## config.mk

```make
export PLATFORM = sky130hd
export DESIGN_NAME = rbt_transceiver
export DESIGN_NICKNAME = d
export VERILOG_FILES = /design/src/design/rbt_pkg.sv /design/src/design/rbt_lane_if.sv /design/src/design/rbt_transceiver.sv /design/src/design/rbt_sync.sv /design/src/design/rbt_lane.sv
export VERILOG_INCLUDE_DIRS = /design/src /design/src/design
export SDC_FILE = /design/constraint.sdc
export NUM_CORES = 1
export LEC_CHECK = 0
export BUFFER_PORTS_ARGS = -buffer_cell sky130_fd_sc_hd__buf_2
export CAP_MARGIN = 20
export CORE_UTILIZATION = 46
export DETAILED_ROUTE_END_ITERATION = 7
export GPL_TIMING_DRIVEN = 0
export PLACE_DENSITY = 0.79
export SKIP_LAST_GASP = 1
export SLEW_MARGIN = 10
export SYNTH_ARGS = -nofsm -noshare
export SYNTH_HDL_FRONTEND = slang
export SYNTH_SLANG_ARGS = --single-unit
export TNS_END_PERCENT = 10
```

## constraint.sdc

```tcl
create_clock -name clk -period 1.5 [get_ports clk]
set_input_delay 0.225 -clock clk [delete_from_list [all_inputs] [get_ports clk]]
set_output_delay 0.225 -clock clk [all_outputs]
set_load 0.005 [all_outputs]
```

## src/design/rbt_consts.svh

```systemverilog
// constants for the registered bus transceiver
// How it works
// RL1: select low sends live opposite-bus data, select high sends stored data
// RL2: A capture rising edge loads A bus; B capture rising edge loads B bus
// RL3: capture loads happen whatever the selects and enables are
// RL4: switching between live and stored data gives no glitch on the bus
// RL5: both live and both driving: each port reinforces its input, bus holds
// RL6: B drivers on when B enable high; A drivers on when A enable low
// RL7: B select steers bus B output; A select steers bus A output
// RL8: B enable low, A enable high: both ports inputs, captures still work
// RL9: both enables low: port A drives live B or stored B, B is input
// RL10: both enables high: port B drives live A or stored A, A is input
// RL11: B on, A on, both selects high: stored data cross both ways at once
// RL12: port B driving from A lets A data load both registers
// RL13: port A driving from B lets B data load both registers
// RL14: host may pulse captures together on live; must stagger them on stored
// RL15: eight-bit ports and registers; bus hold keeps last resolved bus value (code holds a bus only in the RL5 loop)
`ifndef RBT_CONSTS_SVH
`define RBT_CONSTS_SVH

`define RBT_DW         8
`define RBT_SYNC_W     18
`define RBT_ADDR_W     4

// register offsets (byte addresses)
`define RBT_OFF_CTRL   4'h0
`define RBT_OFF_STORE  4'h4
`define RBT_OFF_BUS    4'h8

// control register fields
`define RBT_CTRL_BEN   0
`define RBT_CTRL_AEN_N 1
`define RBT_CTRL_BSEL  2
`define RBT_CTRL_ASEL  3
`define RBT_CTRL_RST   4'h2

// bus register fields
`define RBT_BUS_AOE    16
`define RBT_BUS_BOE    17

// axi responses
`define RBT_RESP_OKAY   2'h0
`define RBT_RESP_SLVERR 2'h2

`endif

```

## src/design/rbt_pkg.sv

```systemverilog
// types for the registered bus transceiver
`include "rbt_consts.svh"

package rbt_pkg;

  typedef struct packed {
    logic [`RBT_SYNC_W-1:0] s1;
    logic [`RBT_SYNC_W-1:0] s2;
  } rbt_sync_state_t;

  typedef struct packed {
    logic [`RBT_DW-1:0] stored;
    logic [`RBT_DW-1:0] out_data;
    logic               out_en;
  } rbt_lane_state_t;

  typedef struct packed {
    logic [1:0]             cap_prev;
    logic [3:0]             ctrl;
    logic                   awready;
    logic                   wready;
    logic                   aw_got;
    logic                   w_got;
    logic [`RBT_ADDR_W-1:0] aw_addr;
    logic [7:0]             wdata;
    logic                   wbe;
    logic                   bvalid;
    logic [1:0]             bresp;
    logic                   arready;
    logic                   rvalid;
    logic [1:0]             rresp;
    logic [31:0]            rdata;
  } rbt_top_state_t;

endpackage

```

## src/design/rbt_lane_if.sv

```systemverilog
// one transfer direction between the top and its storage lane
`timescale 1ns/1ns
`include "rbt_consts.svh"

interface rbt_lane_if;
  logic               cap_edge;
  logic [`RBT_DW-1:0] own_bus;
  logic [`RBT_DW-1:0] live_bus;
  logic               sel;
  logic               drv_en;
  logic [`RBT_DW-1:0] stored;
  logic [`RBT_DW-1:0] out_data;
  logic               out_en;

  modport lane (input cap_edge, own_bus, live_bus, sel, drv_en,
                output stored, out_data, out_en);
  modport ctl (output cap_edge, own_bus, live_bus, sel, drv_en,
               input stored, out_data, out_en);
endinterface

```

## src/design/rbt_transceiver.sv

```systemverilog
// registered bus transceiver top with axi4-lite control
//
// Added by the designer: the register addresses and the AXI4-Lite slave port.
`timescale 1ns/1ns
`include "rbt_consts.svh"

module rbt_transceiver (
  input  wire logic                   clk,
  input  wire logic                   rst_n,
  input  wire logic [`RBT_ADDR_W-1:0] s_axi_awaddr,
  input  wire logic                   s_axi_awvalid,
  output logic                        s_axi_awready,
  input  wire logic [31:0]            s_axi_wdata,
  input  wire logic [3:0]             s_axi_wstrb,
  input  wire logic                   s_axi_wvalid,
  output logic                        s_axi_wready,
  output logic [1:0]                  s_axi_bresp,
  output logic                        s_axi_bvalid,
  input  wire logic                   s_axi_bready,
  input  wire logic [`RBT_ADDR_W-1:0] s_axi_araddr,
  input  wire logic                   s_axi_arvalid,
  output logic                        s_axi_arready,
  output logic [31:0]                 s_axi_rdata,
  output logic [1:0]                  s_axi_rresp,
  output logic                        s_axi_rvalid,
  input  wire logic                   s_axi_rready,
  input  wire logic [`RBT_DW-1:0]     a_bus_i,
  output logic      [`RBT_DW-1:0]     a_bus_o,
  output logic                        a_bus_oe,
  input  wire logic [`RBT_DW-1:0]     b_bus_i,
  output logic      [`RBT_DW-1:0]     b_bus_o,
  output logic                        b_bus_oe,
  input  wire logic                   a_capture_clock,
  input  wire logic                   b_capture_clock
);

  // ==========================================================
  // declarations
  rbt_pkg::rbt_top_state_t q;
  rbt_pkg::rbt_top_state_t n;

  logic [`RBT_SYNC_W-1:0] pin_sync;
  logic [`RBT_DW-1:0]     a_sync;
  logic [`RBT_DW-1:0]     b_sync;
  logic [1:0]             cap_sync;
  logic [1:0]             cap_edge;
  logic                   b_port_drive_enable;
  logic                   a_port_drive_enable_n;
  logic                   b_port_source_select;
  logic                   a_port_source_select;

  rbt_lane_if a_lane ();
  rbt_lane_if b_lane ();

  function automatic logic is_mapped(input logic [`RBT_ADDR_W-1:0] a);
    is_mapped = (a == `RBT_OFF_CTRL) || (a == `RBT_OFF_STORE) ||
                (a == `RBT_OFF_BUS);
  endfunction

  // ==========================================================
  // pin synchronisers
  // pins and capture clocks share one delay so data lines up with edges
  rbt_sync u_sync (
    .clk   (clk),
    .rst_n (rst_n),
    .d     ({b_capture_clock, a_capture_clock, b_bus_i, a_bus_i}),
    .q     (pin_sync)
  );

  // synced levels double as the bus hold only in the both-live loop; a released bus is not held
  assign a_sync   = pin_sync[7:0];                      // [RL15]
  assign b_sync   = pin_sync[15:8];                     // [RL15]
  assign cap_sync = pin_sync[17:16];
  assign cap_edge = cap_sync & ~q.cap_prev;             // [RL2]

  assign b_port_drive_enable   = q.ctrl[`RBT_CTRL_BEN];
  assign a_port_drive_enable_n = q.ctrl[`RBT_CTRL_AEN_N];
  assign b_port_source_select  = q.ctrl[`RBT_CTRL_BSEL];
  assign a_port_source_select  = q.ctrl[`RBT_CTRL_ASEL];

  // ==========================================================
  // storage lanes
  // a lane: stores bus a, drives bus b
  assign a_lane.cap_edge = cap_edge[0];                 // [RL3]
  assign a_lane.own_bus  = a_sync;
  // b side driven from a: b readback carries a data into b store
  assign a_lane.live_bus = a_sync;                      // [RL12]
  assign a_lane.sel      = b_port_source_select;        // [RL7]
  assign a_lane.drv_en   = b_port_drive_enable;         // [RL6] [RL10]

  // b lane: stores bus b, drives bus a
  assign b_lane.cap_edge = cap_edge[1];                 // [RL3]
  assign b_lane.own_bus  = b_sync;
  assign b_lane.live_bus = b_sync;                      // [RL13]
  assign b_lane.sel      = a_port_source_select;        // [RL7]
  assign b_lane.drv_en   = ~a_port_drive_enable_n;      // [RL6] [RL9]

  rbt_lane u_a_lane (
    .clk   (clk),
    .rst_n (rst_n),
    .lp    (a_lane.lane)
  );

  rbt_lane u_b_lane (
    .clk   (clk),
    .rst_n (rst_n),
    .lp    (b_lane.lane)
  );

  // both lanes live and on: each output carries the other bus's input, closing a loop
  assign b_bus_o  = a_lane.out_data;                    // [RL5] [RL11]
  assign b_bus_oe = a_lane.out_en;                      // [RL8]
  assign a_bus_o  = b_lane.out_data;                    // [RL5] [RL11]
  assign a_bus_oe = b_lane.out_en;                      // [RL8]

  // ==========================================================
  // axi4-lite slave
  always_comb begin
    n          = q;
    n.cap_prev = cap_sync;

    if (s_axi_awvalid && q.awready) begin
      n.aw_got  = 1'b1;
      n.aw_addr = s_axi_awaddr;
    end
    if (s_axi_wvalid && q.wready) begin
      n.w_got = 1'b1;
      n.wdata = s_axi_wdata[7:0];
      n.wbe   = s_axi_wstrb[0];
    end
    if (q.bvalid && s_axi_bready) begin
      n.bvalid = 1'b0;
    end
    if (n.aw_got && n.w_got && !n.bvalid) begin
      n.bvalid = 1'b1;
      n.aw_got = 1'b0;
      n.w_got  = 1'b0;
      n.bresp  = is_mapped(n.aw_addr) ? `RBT_RESP_OKAY : `RBT_RESP_SLVERR;
      // only the control word is writable; other words ignore writes
      if (n.aw_addr == `RBT_OFF_CTRL && n.wbe) begin
        n.ctrl = n.wdata[3:0];
      end
    end
    n.awready = !n.aw_got && !n.bvalid;
    n.wready  = !n.w_got && !n.bvalid;

    if (q.rvalid && s_axi_rready) begin
      n.rvalid = 1'b0;
    end
    if (s_axi_arvalid && q.arready) begin
      n.rvalid = 1'b1;
      n.rresp  = is_mapped(s_axi_araddr) ? `RBT_RESP_OKAY
                                         : `RBT_RESP_SLVERR;
      unique case (s_axi_araddr)
        `RBT_OFF_CTRL:  n.rdata = {28'h0000000, q.ctrl};
        `RBT_OFF_STORE: n.rdata = {16'h0000, b_lane.stored, a_lane.stored};
        `RBT_OFF_BUS:   n.rdata = {14'h0000, b_bus_oe, a_bus_oe,
                                   b_sync, a_sync};
        default:        n.rdata = 32'h00000000;
      endcase
    end
    n.arready = !n.rvalid;
  end

  always_ff @(posedge clk or negedge rst_n) begin
    if (!rst_n) begin
      q      <= '0;
      q.ctrl <= `RBT_CTRL_RST;
    end else begin
      q <= n;
    end
  end

  assign s_axi_awready = q.awready;
  assign s_axi_wready  = q.wready;
  assign s_axi_bvalid  = q.bvalid;
  assign s_axi_bresp   = q.bresp;
  assign s_axi_arready = q.arready;
  assign s_axi_rvalid  = q.rvalid;
  assign s_axi_rresp   = q.rresp;
  assign s_axi_rdata   = q.rdata;
endmodule

```

## src/design/rbt_sync.sv

```systemverilog
// two-flop synchroniser for bus pins and capture pins
`timescale 1ns/1ns
`include "rbt_consts.svh"

module rbt_sync (
  input  wire logic                   clk,
  input  wire logic                   rst_n,
  input  wire logic [`RBT_SYNC_W-1:0] d,
  output logic      [`RBT_SYNC_W-1:0] q
);
  rbt_pkg::rbt_sync_state_t st_q;
  rbt_pkg::rbt_sync_state_t st_d;

  always_comb begin
    st_d    = st_q;
    st_d.s1 = d;
    // first stage feeds nothing but the second
    st_d.s2 = st_q.s1;
  end

  always_ff @(posedge clk or negedge rst_n) begin
    if (!rst_n) begin
      st_q <= '0;
    end else begin
      st_q <= st_d;
    end
  end

  assign q = st_q.s2;
endmodule

```

## src/design/rbt_lane.sv

```systemverilog
// storage register and output mux for one direction
`timescale 1ns/1ns
`include "rbt_consts.svh"

module rbt_lane (
  input  wire logic   clk,
  input  wire logic   rst_n,
  rbt_lane_if.lane    lp
);
  rbt_pkg::rbt_lane_state_t st_q;
  rbt_pkg::rbt_lane_state_t st_d;

  always_comb begin
    st_d = st_q;
    // capture ignores select and enable
    if (lp.cap_edge) begin
      st_d.stored = lp.own_bus;                         // [RL2] [RL3]
    end
    // registered mux: the pin sees one clean change per switch
    st_d.out_data = lp.sel ? st_q.stored : lp.live_bus; // [RL1] [RL4]
    st_d.out_en   = lp.drv_en;                          // [RL6]
  end

  always_ff @(posedge clk or negedge rst_n) begin
    if (!rst_n) begin
      st_q <= '0;
    end else begin
      st_q <= st_d;
    end
  end

  assign lp.stored   = st_q.stored;
  assign lp.out_data = st_q.out_data;
  assign lp.out_en   = st_q.out_en;
endmodule

```

### After elaboration in Yosys (flattened, before gate mapping)

Cells that the tools add are included.

* register bits after elaboration: 128
* logic and storage cells: 66

* equal/unequal tests: 4
* reductions and logical operators: 22
* mux-type cells: 14
* bitwise gates (word level): 3

Operators by type and width (number)
* $pmux W18 S3: 1
* $mux W35: 1
* $mux W8: 2
* $logic_and A1 B1 Y1: 10
* $eq A4 B3 Y1 const B: 2
* $eq A4 B4 Y1 const B: 2
* $logic_not A4 Y1: 2
* $mux W2: 3
* $logic_not A1 Y1: 5
* $mux W5: 1
* $logic_or A1 B1 Y1: 4
* $mux W1: 4
* $mux W4: 1
* $mux W3: 1
* $and A2 B2 Y2: 1
* $not A2 Y2: 1
* $reduce_and A2 Y1: 1
* $not A1 Y1: 1

### Longest topological paths before layout

* depth in word-level cells: 9
* depth in mapped cells: 6
* mapped depth without buffers: 4

### Modules after synthesis

Synthesis repeated with hierarchy kept, for this count alone.

* cell total of the unflattened synthesis: 293
* area, all modules: 4327.9 um2

By module, submodules not included
* rbt_transceiver: cells an instance 187, times used 1, area an instance 2050.7 um2
* rbt_lane: cells an instance 35, times used 2, area an instance 688.2 um2
* rbt_sync: cells an instance 36, times used 1, area an instance 900.9 um2

### Worst setup path before layout

OpenSTA, ideal clock, no wires.

* path type: flip-flop to flip-flop
* start point: register q (netlist bit s_axi_awready)
* end point: register q (netlist bit a_lane.drv_en)
* slack: -0.154 ns
* library setup time: 0.125 ns
* stages on the path, launching flop included: 5
* buffers on the path: 0
* arrival time: 1.529 ns
* path through: dfrtp_1 > a211o_1 > a221oi_2 > and4b_4 > mux2_4

* cells in the longest elaborated chain, start to end: 5
* elaborated cells on any way between the ends: 8
* those cells by class: mux: 2; reduce/logical: 6

Ends and longest elaborated chain
* start, declared: RTL line rbt_transceiver.sv:39 `rbt_pkg::rbt_top_state_t q;`
* start signal, assigned: RTL line rbt_transceiver.sv:170 `q <= n;`
* $logic_and A1 B1 Y1 (*): RTL line rbt_transceiver.sv:122 `if (s_axi_awvalid && q.awready) begin`
* $mux W4 or $mux W1 (tied branches): RTL line rbt_transceiver.sv:122
* $logic_not A4 Y1 (no line) or $logic_and A1 B1 Y1 (tied branches)
* $logic_and A1 B1 Y1, on equally long branches: RTL line rbt_transceiver.sv:140, rbt_transceiver.sv:134
* $reduce_and A2 Y1 (no line) (*)

Mark *: on every way between the ends. The rest lies on a longest branch, timed or not.
A chain may end at the register's enable or synchronous reset.

### Worst setup path after layout

* start point: register q (netlist bit s_axi_awready)
* end point: register q (netlist bit a_port_source_select)

The elaborated chain is that of the path after synthesis.

==> metrics.md <==
| Metric | Value |
|---|---|
| Kind of cell adding the most delay to the critical path | `compound AO/OA/AOI/OAI gates` |
| Non-Filler Instances | `539` |
| CP required | `1.75 ns` |
| Final Hold Fails | `0` |
| TritonCTS Buffers | `9` |
| Critical path, cell by cell | `a211o_1, a221oi_2, and4b_4, mux2_4` |
| Pleak | `2.510 nW` |
| Dpl cells | `503` |
| Htree depth | `3` |
| # fillers | `733` |
| Ant. Diodes | `0` |
| Max Freq | `577.1 MHz` |
| Fin crit share | `115.5%` |
| Status | `finished with violations` |
| Most frequent cells in the layout | `dfrtp_1, buf_2, mux2_2` |
| Place WS | `-0.2507 ns` |
| Count of pins over their slew limit | `0` |
| Clock root buffer | `clkbuf_8` |
| Die outline width | `97.66 µm` |
| Synthesis Warnings | `0` |
| CP max FO | `4` |
| WL per Instance | `13.92 µm` |
| Commonest non-fill, non-tap cell in the layout | `dfrtp_1` |
| RSZ-0062 raised after global routing | `true` |
| Area delta synth->final | `23.54%` |
| Data arrival time of the worst path | `1.99 ns` |
| TritonCTS Sinks | `112` |
| Vias in the first global route | `2626` |
| Endpoint kind of the worst setup timing path | `flip-flop` |
| # IOs | `128` |
| Top cells by area, synth | `dfrtp_1, mux2_2, buf_4, o21ai_0, a22oi_1` |
| Top cell type by total area after synthesis | `dfrtp_1` |
| Core area | `8806 µm²` |
| Worst slew pin tran | `0.6359 ns` |
| Endpoints failing setup | `14` |
| Total global routing overflow | `0` |
| Flops & latches, synth | `112` |
| Fin Clk Skew | `0.01283 ns` |
| Fin util | `59.05%` |
| Clock Latency Late Sink | `0.37 ns` |
| Hold Path Stages | `2` |
| IO Port Bufs | `79` |
| Via-to-Cell Ratio | `4.735` |
| 1st-iter DRT viols | `102` |
| Synth Cell Area | `4209 µm²` |
| VDD IR max | `866.9 µV` |
| Maximum clock insertion buffer count | `2` |
| CP max stage cell | `dfrtp_1` |
| HP Class | `in -> reg` |
| Gr usage total | `16.98%` |
| Power, Total | `6.738 mW` |
| DR vias | `2552` |
| Setup tns final | `-1.188 ns` |
| # rows | `34` |
| Die height | `97.66 µm` |
| Worst Path Buf+Inv | `0` |
| Clk pin slew, worst setup/hold paths | `0.10 ns` |
| Resized cells post-CTS | `0` |
| Largest net degree at the start of global routing | `60` |
| Share of cells above drive strength 1 | `43.39%` |
| Pwr Density | `1296 nW/µm²` |
| Die ar. | `9537 µm²` |
| Setup Crit Path Kind | `reg -> reg` |
| Post-Syn Instances | `300` |
| DRC violations left | `12` |
| Syn Area/Cell | `14.03 µm²` |
| Final WS setup | `-0.2328 ns` |
| CTS tree | `done` |
| Placer Congestion | `0.7705` |
| DP HPWL | `5122 µm` |
| Max_cap viols | `0` |
| CP startpoint kind | `flip-flop` |
| Final ANT Viol Nets | `0` |
| Post-layout net count | `495` |
| Initial antenna violation count | `0` |
| Cells on worst reg2reg path | `4` |
| CP Depth | `4` |
| Register area share after synthesis | `66.62%` |
| First-pass GRT wire length | `12450 µm` |
| Slew HR | `57.61%` |
| First-pass DRT Iterations | `8` |
| Failing checks | `design-rule violations, negative setup slack` |
| Initial Util | `47.80%` |
| Final wirelength | `7501 µm` |
| Crit path largest cell delay | `0.43 ns` |
| Post-synth cell types | `31` |
| Share of the synthesized area in the top cell type | `65.99%` |
| Min Tclk post-route | `1.733 ns` |
[power by group]
part           total, mW  internal (mW)  switching [mW]
logic               1.41          0.769           0.642
registers           3.74           3.51           0.230
clock network       1.59          0.611           0.981
[cells in the mapped netlist (all sizes together)]
cell type    n
a2111o       1
a211o        1
a21boi       1
a21o         1
a21oi        6
a221oi       1
a22oi       12
a31oi        1
and2b        1
and3         1
and4b        1
buf         39
clkbuf       7
conb         1
dfrtp      111
dfstp        1
inv          4
mux2        44
mux2i        4
nand2       25
nand2b       2
nand4bb      1
nor2         9
nor2b        3
nor3         1
nor3b        1
nor4b        1
o21ai       19
[through the flow]
step           cell area, µm²  hold WS [ns]
2_1_floorplan            4265      -0.07059
3_3_place_gp             4796        0.3322
3_5_place_dp             4830        0.2110
4_1_cts                  5200       0.06655
5_1_grt                  5200       0.08701
6_report                 5200       0.08370
[final timing paths]
kind / end / from / slack (ns)
max in group asynchronous: u_a_lane.lp.out_data[7]$_DFF_PN0_ / rst_n / 0.49
setup / recovery: a_port_source_select$_DFFE_PN0P_ / s_axi_awready$_DFF_PN0_ / -0.23
hold / removal: s_axi_rvalid$_DFF_PN0_ / s_axi_rready / 0.08
min in group asynchronous: q[51]$_DFF_PN0_ / rst_n / 0.38
setup reg to reg: a_port_source_select$_DFFE_PN0P_ / s_axi_awready$_DFF_PN0_ / -0.23
hold reg to reg: u_sync.q[15]$_DFF_PN0_ / u_sync.st_d[15]$_DFF_PN0_ / 0.34
[per-layer routing]
| metal | global-route usage, % | vias up | part of all wire, % | wire, µm |
|---|---|---|---|---|
| li1 | - | 1219 | - | - |
| met5 | 0 | - | 0 | 0 |
| met1 | 21.80 | 1236 | 45 | 3399 |
| met3 | 4.317 | 15 | 4.8 | 358 |
| met4 | 7.576 | 0 | 2.3 | 170 |
| met2 | 27.28 | 82 | 48 | 3572 |
[sequential cells by signal, summed over array words and instances (netlist names), 8 cells and up]
register,cells
q,13
s_axi_rdata,18
u_a_lane.lp.out_data,8
u_a_lane.lp.stored,8
u_b_lane.lp.out_data,8
u_b_lane.lp.stored,8
u_sync.q,18
u_sync.st_d,18
[cells by family (layout without fill, tap and decap cells)]
kind of cell	after synthesis	count (layout)	synth area share (%)
DFF	112	112	66.62
buffers and inverters	50	166	7.818
muxes	48	48	13.17
and+or+nand+nor	46	46	5.827
AOI/OAI and AO/OA	43	43	6.481
other	1	16	0.08909
[final cells by class]
type | instances | area [µm²] | share of cell area [%]
multi-input combinational | 153 | 1132 | 21.78
clock buffer | 10 | 127.6 | 2.454
timing repair buffer | 100 | 626.9 | 12.05
sequential | 112 | 2804 | 53.92
buffer | 46 | 314.1 | 6.039
inverter | 4 | 15.01 | 0.2887
clock inverter | 6 | 45.04 | 0.8662
tap | 108 | 135.1 | 2.599
[what timing repair did]
action,CTS,global route
pin swaps,1,0
endpoints found under the hold margin,70,0
buffers inserted,1,0
setup endpoints to repair,14,15
cloned,0,0
hold buffers,19,0
No activity file was read; power rests on OpenSTA's default activity.
